<file path="config.mk">
export PLATFORM = sky130hd
export DESIGN_NAME = fs_top
export DESIGN_NICKNAME = d
export VERILOG_FILES = /design/src/core/fs_pkg.sv /design/src/core/fs_top.sv
export SDC_FILE = /design/constraint.sdc
export NUM_CORES = 1
export LEC_CHECK = 0
export BUFFER_PORTS_ARGS = -buffer_cell sky130_fd_sc_hd__buf_2
export CAP_MARGIN = 20
export CORE_ASPECT_RATIO = 1.4
export CORE_UTILIZATION = 40
export CTS_CLUSTER_SIZE = 30
export DETAILED_ROUTE_END_ITERATION = 8
export GPL_TIMING_DRIVEN = 0
export PLACE_DENSITY = 0.57
export SLEW_MARGIN = 25
export SYNTH_ARGS = -nofsm -noshare
export SYNTH_HDL_FRONTEND = slang
export SYNTH_SLANG_ARGS = --single-unit
</file>
<file path="constraint.sdc">
create_clock -name clk -period 6.6 [get_ports clk]
set_input_delay 1.32 -clock clk [delete_from_list [all_inputs] [get_ports clk]]
set_output_delay 1.32 -clock clk [all_outputs]
set_load 0.02 [all_outputs]
</file>
<file path="src/core/fs_pkg.sv">
// Purpose: Constants and types shared by the frequency supervisor.
// Assumes: 32-bit AXI4-Lite register access, one 20 MHz clock.
// Notes: Offsets are byte addresses of aligned 32-bit words.
package fs_pkg;

   localparam int FS_ADDR_W = 6;
   typedef logic [FS_ADDR_W-1:0] fs_addr_t;
   typedef logic [8:0] fs_lim_t;

   localparam fs_addr_t FS_OFS_WCTL = 6'h00;
   localparam fs_addr_t FS_OFS_DCTL = 6'h04;
   localparam fs_addr_t FS_OFS_LO0 = 6'h08;
   localparam fs_addr_t FS_OFS_LO1 = 6'h0C;
   localparam fs_addr_t FS_OFS_HI0 = 6'h10;
   localparam fs_addr_t FS_OFS_HI1 = 6'h14;
   localparam fs_addr_t FS_OFS_RST = 6'h18;
   localparam fs_addr_t FS_OFS_STAT = 6'h1C;
   localparam fs_addr_t FS_OFS_MON = 6'h20;

   localparam logic [7:0] FS_CODE_LOCK = 8'h06;
   localparam logic [7:0] FS_CODE_UNLOCK = 8'hF9;
   localparam logic [7:0] FS_CODE_DIS = 8'h00;
   localparam logic [7:0] FS_CODE_EN = 8'hE4;

   localparam logic [7:0] FS_RST_WCTL = 8'h06;
   localparam logic [7:0] FS_RST_DCTL = 8'h00;
   localparam fs_lim_t FS_RST_LIM = 9'h000;
   localparam logic FS_RST_RSTEN = 1'b1;
   localparam logic FS_RST_MON = 1'b1;

   localparam int FS_BIT_ERR = 0;
   localparam int FS_BIT_STOP = 1;

   // Window length in reference periods and the last count of a window.
   localparam int FS_WIN_LEN = 256;
   localparam logic [7:0] FS_WIN_LAST = 8'(FS_WIN_LEN - 1);
   localparam logic [10:0] FS_TCNT_MAX = 11'h7FF;

   localparam logic [1:0] FS_RESP_OKAY = 2'h0;
   localparam logic [1:0] FS_RESP_SLVERR = 2'h2;

   typedef enum logic [2:0] {
      FS_ST_STOP = 3'b001,
      FS_ST_WARM = 3'b010,
      FS_ST_RUN = 3'b100
   } fs_state_e;

endpackage

</file>
<file path="src/core/fs_top.sv">
// Purpose: Oscillation frequency supervisor with AXI4-Lite registers.
// Assumes: Oscillator inputs are sampled as synchronous levels on clk.
// Notes: The reset request output never resets this block itself.
//
// Implementation choices: the AXI4-Lite interface to the registers and the address map.
`timescale 1ns/1ps

module fs_top
(
   input wire logic clk,
   input wire logic rst,
   input wire fs_pkg::fs_addr_t s_axi_awaddr,
   input wire logic [2:0] s_axi_awprot,
   input wire logic s_axi_awvalid,
   output logic s_axi_awready,
   input wire logic [31:0] s_axi_wdata,
   input wire logic [3:0] s_axi_wstrb,
   input wire logic s_axi_wvalid,
   output logic s_axi_wready,
   output logic [1:0] s_axi_bresp,
   output logic s_axi_bvalid,
   input wire logic s_axi_bready,
   input wire fs_pkg::fs_addr_t s_axi_araddr,
   input wire logic [2:0] s_axi_arprot,
   input wire logic s_axi_arvalid,
   output logic s_axi_arready,
   output logic [31:0] s_axi_rdata,
   output logic [1:0] s_axi_rresp,
   output logic s_axi_rvalid,
   input wire logic s_axi_rready,
   input wire logic internal_osc_two,
   input wire logic internal_osc_one,
   input wire logic external_osc,
   input wire logic osc_select_external,
   output logic system_reset_req,
   output logic reset_factor_set
);

   import fs_pkg::*;

   typedef struct packed {
      logic [7:0] wctl;
      logic [7:0] dctl;
      fs_lim_t lo0;
      fs_lim_t lo1;
      fs_lim_t hi0;
      fs_lim_t hi1;
      logic rsten;
      logic mon;
      fs_state_e st;
      logic ref_p;
      logic tgt_p;
      logic [7:0] rcnt;
      logic [10:0] tcnt;
      logic warm;
      logic err;
      logic [1:0] pend;
      logic sysrst;
      logic cause;
      logic aw_have;
      fs_addr_t aw_addr;
      logic w_have;
      logic [31:0] w_data;
      logic [3:0] w_strb;
      logic awready;
      logic wready;
      logic bvalid;
      logic [1:0] bresp;
      logic arready;
      logic rvalid;
      logic [31:0] rdata;
      logic [1:0] rresp;
   } fs_state_s;

   fs_state_s s_q;
   fs_state_s s_d;

   localparam fs_state_s FS_RESET = '{
      wctl: FS_RST_WCTL,
      dctl: FS_RST_DCTL,
      lo0: FS_RST_LIM,
      lo1: FS_RST_LIM,
      hi0: FS_RST_LIM,
      hi1: FS_RST_LIM,
      rsten: FS_RST_RSTEN,
      mon: FS_RST_MON,
      st: FS_ST_STOP,
      default: '0
   };

   function automatic logic fs_mapped(input fs_addr_t a);
      fs_mapped = (a == FS_OFS_WCTL) || (a == FS_OFS_DCTL) ||
                  (a == FS_OFS_LO0) || (a == FS_OFS_LO1) ||
                  (a == FS_OFS_HI0) || (a == FS_OFS_HI1) ||
                  (a == FS_OFS_RST) || (a == FS_OFS_STAT) ||
                  (a == FS_OFS_MON);
   endfunction

   // Byte-lane merge of a 9-bit field; lane 1 carries bit 8.
   function automatic fs_lim_t fs_merge9(input fs_lim_t old, input logic [31:0] d,
                                         input logic [3:0] b);
      fs_merge9 = {b[1] ? d[8] : old[8], b[0] ? d[7:0] : old[7:0]};
   endfunction

   function automatic logic [31:0] fs_read(input fs_addr_t a, input fs_state_s s);
      fs_read = 32'h0000_0000;
      case (a)
         FS_OFS_WCTL: fs_read[7:0] = s.wctl;
         FS_OFS_DCTL: fs_read[7:0] = s.dctl;
         FS_OFS_LO0: fs_read[8:0] = s.lo0;
         FS_OFS_LO1: fs_read[8:0] = s.lo1;
         FS_OFS_HI0: fs_read[8:0] = s.hi0;
         FS_OFS_HI1: fs_read[8:0] = s.hi1;
         FS_OFS_RST: fs_read[0] = s.rsten;
         FS_OFS_STAT: begin
            fs_read[FS_BIT_STOP] = (s.st == FS_ST_STOP);
            fs_read[FS_BIT_ERR] = s.err;
         end
         FS_OFS_MON: fs_read[0] = s.mon;
         default: fs_read = 32'h0000_0000;
      endcase
   endfunction

   logic ref_rise;
   logic tgt_lvl;
   logic tgt_rise;
   logic tgt_ext;
   logic unlocked;
   logic idle;
   logic do_wr;
   logic win_end;
   logic bad;
   fs_lim_t lo_sel;
   fs_lim_t hi_sel;

   always_comb begin
      s_d = s_q;
      s_d.sysrst = 1'b0;
      s_d.cause = 1'b0;

      // Reference is the second internal oscillator; target is external when mon or the select is set.
      tgt_ext = s_q.mon | osc_select_external;
      tgt_lvl = tgt_ext ? external_osc : internal_osc_one;
      ref_rise = internal_osc_two & ~s_q.ref_p;
      tgt_rise = tgt_lvl & ~s_q.tgt_p;
      s_d.ref_p = internal_osc_two;
      s_d.tgt_p = tgt_lvl;
      lo_sel = tgt_ext ? s_q.lo1 : s_q.lo0;
      hi_sel = tgt_ext ? s_q.hi1 : s_q.hi0;

      unlocked = (s_q.wctl == FS_CODE_UNLOCK);
      idle = (s_q.st == FS_ST_STOP);

      // Write address and data are taken independently, in either order.
      if (s_axi_awvalid && s_q.awready) begin
         s_d.aw_have = 1'b1;
         s_d.aw_addr = s_axi_awaddr;
      end
      if (s_axi_wvalid && s_q.wready) begin
         s_d.w_have = 1'b1;
         s_d.w_data = s_axi_wdata;
         s_d.w_strb = s_axi_wstrb;
      end

      do_wr = s_q.aw_have && s_q.w_have && !s_q.bvalid;
      if (do_wr) begin
         s_d.aw_have = 1'b0;
         s_d.w_have = 1'b0;
         s_d.bvalid = 1'b1;
         s_d.bresp = fs_mapped(s_q.aw_addr) ? FS_RESP_OKAY : FS_RESP_SLVERR;
         case (s_q.aw_addr)
            FS_OFS_WCTL: begin
               // Any value written with lane 0 enabled, other than the unlock code, relocks.
               if (s_q.w_strb[0]) begin
                  s_d.wctl = (s_q.w_data[7:0] == FS_CODE_UNLOCK) ?
                             FS_CODE_UNLOCK : FS_CODE_LOCK;
               end
            end
            FS_OFS_DCTL: begin
               if (unlocked && s_q.w_strb[0] &&
                   (s_q.w_data[7:0] == FS_CODE_DIS ||
                    s_q.w_data[7:0] == FS_CODE_EN)) begin
                  s_d.dctl = s_q.w_data[7:0];
               end
            end
            FS_OFS_LO0: begin
               if (unlocked && idle) begin
                  s_d.lo0 = fs_merge9(s_q.lo0, s_q.w_data, s_q.w_strb);
               end
            end
            FS_OFS_LO1: begin
               if (unlocked && idle) begin
                  s_d.lo1 = fs_merge9(s_q.lo1, s_q.w_data, s_q.w_strb);
               end
            end
            FS_OFS_HI0: begin
               if (unlocked && idle) begin
                  s_d.hi0 = fs_merge9(s_q.hi0, s_q.w_data, s_q.w_strb);
               end
            end
            FS_OFS_HI1: begin
               if (unlocked && idle) begin
                  s_d.hi1 = fs_merge9(s_q.hi1, s_q.w_data, s_q.w_strb);
               end
            end
            FS_OFS_RST: begin
               if (unlocked && idle && s_q.w_strb[0]) begin
                  s_d.rsten = s_q.w_data[0];
               end
            end
            FS_OFS_MON: begin
               if (unlocked && idle && s_q.w_strb[0]) begin
                  s_d.mon = s_q.w_data[0];
               end
            end
            default: begin
            end
         endcase
      end
      if (s_q.bvalid && s_axi_bready) begin
         s_d.bvalid = 1'b0;
      end
      // Ready drops while a half is held or a response waits, so one write at a time.
      s_d.awready = !s_d.aw_have && !s_d.bvalid;
      s_d.wready = !s_d.w_have && !s_d.bvalid;

      if (s_axi_arvalid && s_q.arready) begin
         s_d.rvalid = 1'b1;
         s_d.rdata = fs_read(s_axi_araddr, s_q);
         s_d.rresp = fs_mapped(s_axi_araddr) ? FS_RESP_OKAY : FS_RESP_SLVERR;
      end else if (s_q.rvalid && s_axi_rready) begin
         s_d.rvalid = 1'b0;
      end
      s_d.arready = !s_d.rvalid;

      // Detection window: 256 reference rising edges.
      win_end = ref_rise && (s_q.rcnt == FS_WIN_LAST);
      bad = (s_q.tcnt[10:2] > hi_sel) || (s_q.tcnt[10:2] < lo_sel);
      unique case (s_q.st)
         FS_ST_STOP: begin
            if (s_d.dctl == FS_CODE_EN) begin
               s_d.st = FS_ST_WARM;
               s_d.rcnt = 8'h00;
               s_d.tcnt = 11'h000;
               s_d.warm = 1'b0;
               s_d.pend = 2'b00;
            end
         end
         FS_ST_WARM, FS_ST_RUN: begin
            if (ref_rise) begin
               s_d.rcnt = s_q.rcnt + 8'h01;
            end
            // Saturation keeps a far-too-fast target reading as too fast.
            if (tgt_rise && s_q.tcnt != FS_TCNT_MAX) begin
               s_d.tcnt = s_q.tcnt + 11'h001;
            end
            if (win_end) begin
               s_d.tcnt = 11'h000;
               if (s_q.st == FS_ST_WARM) begin
                  s_d.warm = 1'b1;
                  if (s_q.warm) begin
                     s_d.st = FS_ST_RUN;
                  end
               end else begin
                  s_d.err = bad;
                  s_d.pend = {s_q.pend[0], bad};
                  // Fires at each window end that comes two windows after a failed evaluation.
                  if (s_q.pend[1] && s_q.rsten) begin
                     s_d.sysrst = 1'b1;
                     s_d.cause = 1'b1;
                  end
               end
            end
         end
      endcase
      if (s_d.dctl != FS_CODE_EN) begin
         s_d.st = FS_ST_STOP;
         s_d.err = 1'b0;
         s_d.pend = 2'b00;
         s_d.warm = 1'b0;
      end
   end

   // Only the rst port resets this state; the request output feeds the system.
   always_ff @(posedge clk or posedge rst) begin
      if (rst) begin
         s_q <= FS_RESET;
      end else begin
         s_q <= s_d;
      end
   end

   assign s_axi_awready = s_q.awready;
   assign s_axi_wready = s_q.wready;
   assign s_axi_bresp = s_q.bresp;
   assign s_axi_bvalid = s_q.bvalid;
   assign s_axi_arready = s_q.arready;
   assign s_axi_rdata = s_q.rdata;
   assign s_axi_rresp = s_q.rresp;
   assign s_axi_rvalid = s_q.rvalid;
   assign system_reset_req = s_q.sysrst;
   assign reset_factor_set = s_q.cause;

endmodule

</file>
==> out/results.tsv <==
stage	metric	value	unit
run_status	status	complete, no violations	
clock_network	post-CTS setup buffers	0	
grt	remaining global-route overflow	0	
routing	total number of vias	4501	
worst_setup_path	crit path cell chain	buf_2, nor2_1, clkbuf_1, mux2i_1, ha_1, and4_1, a221o_1, o22a_1, nor2_1, a211oi_1	
power	switching part of the total	32.4	%
final_layout	area delta synth->final	15.2	%
final_layout	layout filler cell count	1389	
yosys	register bit total from synthesis	112	
hold_path	Hold Crit Class	register to register	
yosys	synthesized cell area	0.00605	mm²
final_layout	utilization after layout	47.6	%
yosys	YS warnings	0	
yosys	EDFF count, synth	0	
hold_path	hold path cells	2	
grt	vias in the first global route	4353	
floorplan	cell row count	52	
grt	first-pass GRT wire length	23.2	mm
power	Reg power frac	50.7	%
sta	count of final hold-check violations	0	
routing	Via density	5.34	
worst_setup_path	Buffers & Inverters on Critical Path	2	
sta	setup tns final	0	ns
sta	Tcrit/Tclk final	68.9	%
sta	Worst Tran Pin Value	0.996	ns
floorplan	Floorplan Core Area	0.0146	mm²
sta	fmax	220	MHz
grt	GRT Util Overall	19.2	%
routing	DRC Markers	0	
power	cell internal pwr	1.18	mW
sta	hold slack final	0.486	ns
sta	crit path time final	4.55	ns
worst_setup_path	WS Path Type	input pin to register	
final_layout	Net count, final	733	
clock_network	Worst-path clk slew	0.08	ns
yosys	library cells used by synthesis	64	
placed_design	port bufs	51	
sta	Slew Limit Fails	0	
routing	drt wl/cell	16.8	µm
sta	RSZ-0062 raised after global routing	no	
yosys	Syn Inst Count	562	
clock_network	CTS tree	done	
grt	initial antenna violation count	0	
floorplan	die area	0.0156	mm²
placed_design	post-DP HPWL	10.8	mm
floorplan	Ports	108	
worst_setup_path	CP Max Fanout	10	
clock_network	clock root buffer	clkbuf_16	
clock_network	CTS resizes	0	
clock_network	cts hold-fix bufs	0	
clock_network	clk sinks	112	
final_layout	Antenna Cells	0	
final_layout	layout cells sized above 1	29.7	%
clock_network	clock tree buffer depth	2	
routing	drt first pass iters	4	
yosys	Post-synth ARST share	100	%
placed_design	routability cong.	0.806	
power	Pwr Total	1.74	mW
clock_network	H-tree depth	3	
worst_setup_path	CP required	6.83	ns
worst_setup_path	slowest CP cell	nor2_1	
worst_setup_path	most used cell along the critical path	nor2_1	
worst_setup_path	Register-to-Register Path Depth	9	
yosys	Synth Flop Type	dfrtp_1	
clock_network	Num CTS Buffers	9	
routing	Detailed Route WL	14.2	mm
worst_setup_path	critical path depth in cells	10	
routing	Iteration-0 DRC Markers	138	
yosys	average cell area after synthesis	10.8	µm²
floorplan	die height	147	µm
sta	Setup violations, final	0	
sta	Final Skew	0.0138	ns
floorplan	Starting Density	41.3	%
worst_setup_path	Worst Path Arrival	4.78	ns
worst_setup_path	max incr delay on CP	0.74	ns
yosys	sequential share of the synthesized area	46.4	%
power	Combinational Power Share	17.0	%
power	Switch Pwr	0.562	mW
routing	Final ANT Viol Nets	0	
power	worst vdd ir	0.000152	V
run	maxcap violations	0	
clock_network	Skew-Pair Late Insertion Delay	0.36	ns
grt	largest net degree at the start of global routing	68	
worst_setup_path	Worst setup EP type	register	
power	pwr dens	250	mW/mm²
floorplan	width of the die	106	µm
power	leakage power	3.21	nW
worst_setup_path	delay-heaviest family, CP	simple AND/OR/NAND/NOR gates	
sta	Slew HR	33.4	%
power	Clk pwr share	32.3	%
worst_setup_path	CP startpoint kind	input pin	
[routing by layer]
layer / wire (µm) / up-vias / global-route usage, %
met5: 0 / - / 0
met4: 564 / 0 / 9.24
met3: 500 / 23 / 3.35
met2: 6860 / 126 / 32.2
met1: 6260 / 2173 / 23.9
li1: - / 2179 / -
[cells in the final DEF, fill, tap and decap left out, types with 3 or more instances in the layout]
master     Yosys  layout
mux4_2         6       6
buf_2          2      53
inv_8          0       3
nor4_1         8       8
o211ai_1       6       6
ha_1          19      19
and2_1         4       4
a22o_1         7       7
a31oi_1        8       8
and3_1         3       3
nand4_1        8       8
nor2_1        25      25
nor3b_1        4       4
or2_2          3       3
nand2b_1       5       5
buf_4         37      37
mux2_2        61      61
clkbuf_1      13      13
nor2b_1        6       6
clkbuf_16      0       9
inv_1          7       6
a21oi_1       29      29
and4_1         3       3
conb_1         1      25
dfrtp_1      108     108
dfstp_2        4       4
nand3_1       16      16
nand2_1       54      54
o21ai_0       34      34
or3_1          4       4
mux2i_1       19      19
o22ai_1        3       3
nor3_1        14      14
[cells by family after synthesis]
| kind of cell | count (synthesis) | share of synthesized area [%] |
|---|---|---|
| simple gates | 177 | 15.8 |
| flops | 112 | 46.4 |
| compound gates | 106 | 10.8 |
| mux | 86 | 16.7 |
| buf+inv | 60 | 6.06 |
| fa+ha+maj | 19 | 3.93 |
| other cells | 1 | 0.0620 |
| xor+xnor | 1 | 0.145 |
[power by group through the flow]
stage	clock network [mW]	logic, mW	registers, mW
2_1_floorplan	0	0.220	0.858
3_3_place_gp	0	0.288	0.891
3_5_place_dp	0	0.298	0.895
4_1_cts	0.574	0.300	0.881
5_1_grt	0.603	0.328	0.896
6_report	0.562	0.295	0.882
[synth_stat cells (8+ instances only)]
cell,number,area share (%)
mux2_2,61,11
dfrtp_1,108,45
mux2i_1,19,3.1
nand3_1,16,1.3
a31oi_1,8,0.83
nand4_1,8,0.83
clkbuf_1,13,0.81
o21ai_0,34,2.8
a21oi_1,29,2.4
nor4_1,8,0.83
nor2_1,25,1.6
ha_1,19,3.9
buf_4,37,4.6
nand2_1,54,3.4
nor3_1,14,1.2
[stage by stage]
stage	cell area (µm²)	worst slack, ns	instances
2_1_floorplan	6140	2.33	586
3_3_place_gp	6630	1.02	826
3_5_place_dp	6660	1.71	827
4_1_cts	6970	2.09	843
5_1_grt	6970	1.96	843
6_report	6970	2.05	843
[worst reg2reg max path, cell delays in order, from the launching register on]
cell	delay, ns
dfstp_2	0.43
nor2_1	0.78
clkbuf_1	0.75
mux2i_1	0.51
ha_1	0.33
and4_1	0.22
a221o_1	0.35
o22a_1	0.21
nor2_1	0.15
a211oi_1	0.09
[registers in the layout (all words and copies together), names as in the netlist]
signal and cells:
s_axi_rdata 9, s_axi_wready 1, s_q 95, s_axi_rvalid 1, s_axi_bresp 1, s_axi_bvalid 1, s_axi_rresp 1, s_axi_arready 1
reset_factor_set 1, s_axi_awready 1
[layout make-up]
class	instances	area (µm²)	area share, %
flip-flops and latches	112	2810	40.3
well taps	189	236	3.40
clock inverters	7	80.1	1.15
clock buffers	9	225	3.23
repair buffers	52	283	4.06
multi-input cells	414	2960	42.5
inverters	7	31.3	0.449
plain buffers	53	340	4.89
[final timing paths]
check                      slack (ns)                    endpoint                  startpoint
max                              2.05         s_q[89]$_DFFE_PP0P_         osc_select_external
max in group asynchronous        4.91        s_q[116]$_DFFE_PP1P_                         rst
min in group asynchronous        0.98         s_q[92]$_DFFE_PP0P_                         rst
max reg2reg                      2.66         s_q[89]$_DFFE_PP0P_        s_q[115]$_DFFE_PP1P_
min reg2reg                      0.49  s_axi_rdata[2]$_DFFE_PP0P_  s_axi_rdata[2]$_DFFE_PP0P_
min                              0.49  s_axi_rdata[2]$_DFFE_PP0P_  s_axi_rdata[2]$_DFFE_PP0P_
No activity file was read; power rests on OpenSTA's default activity.
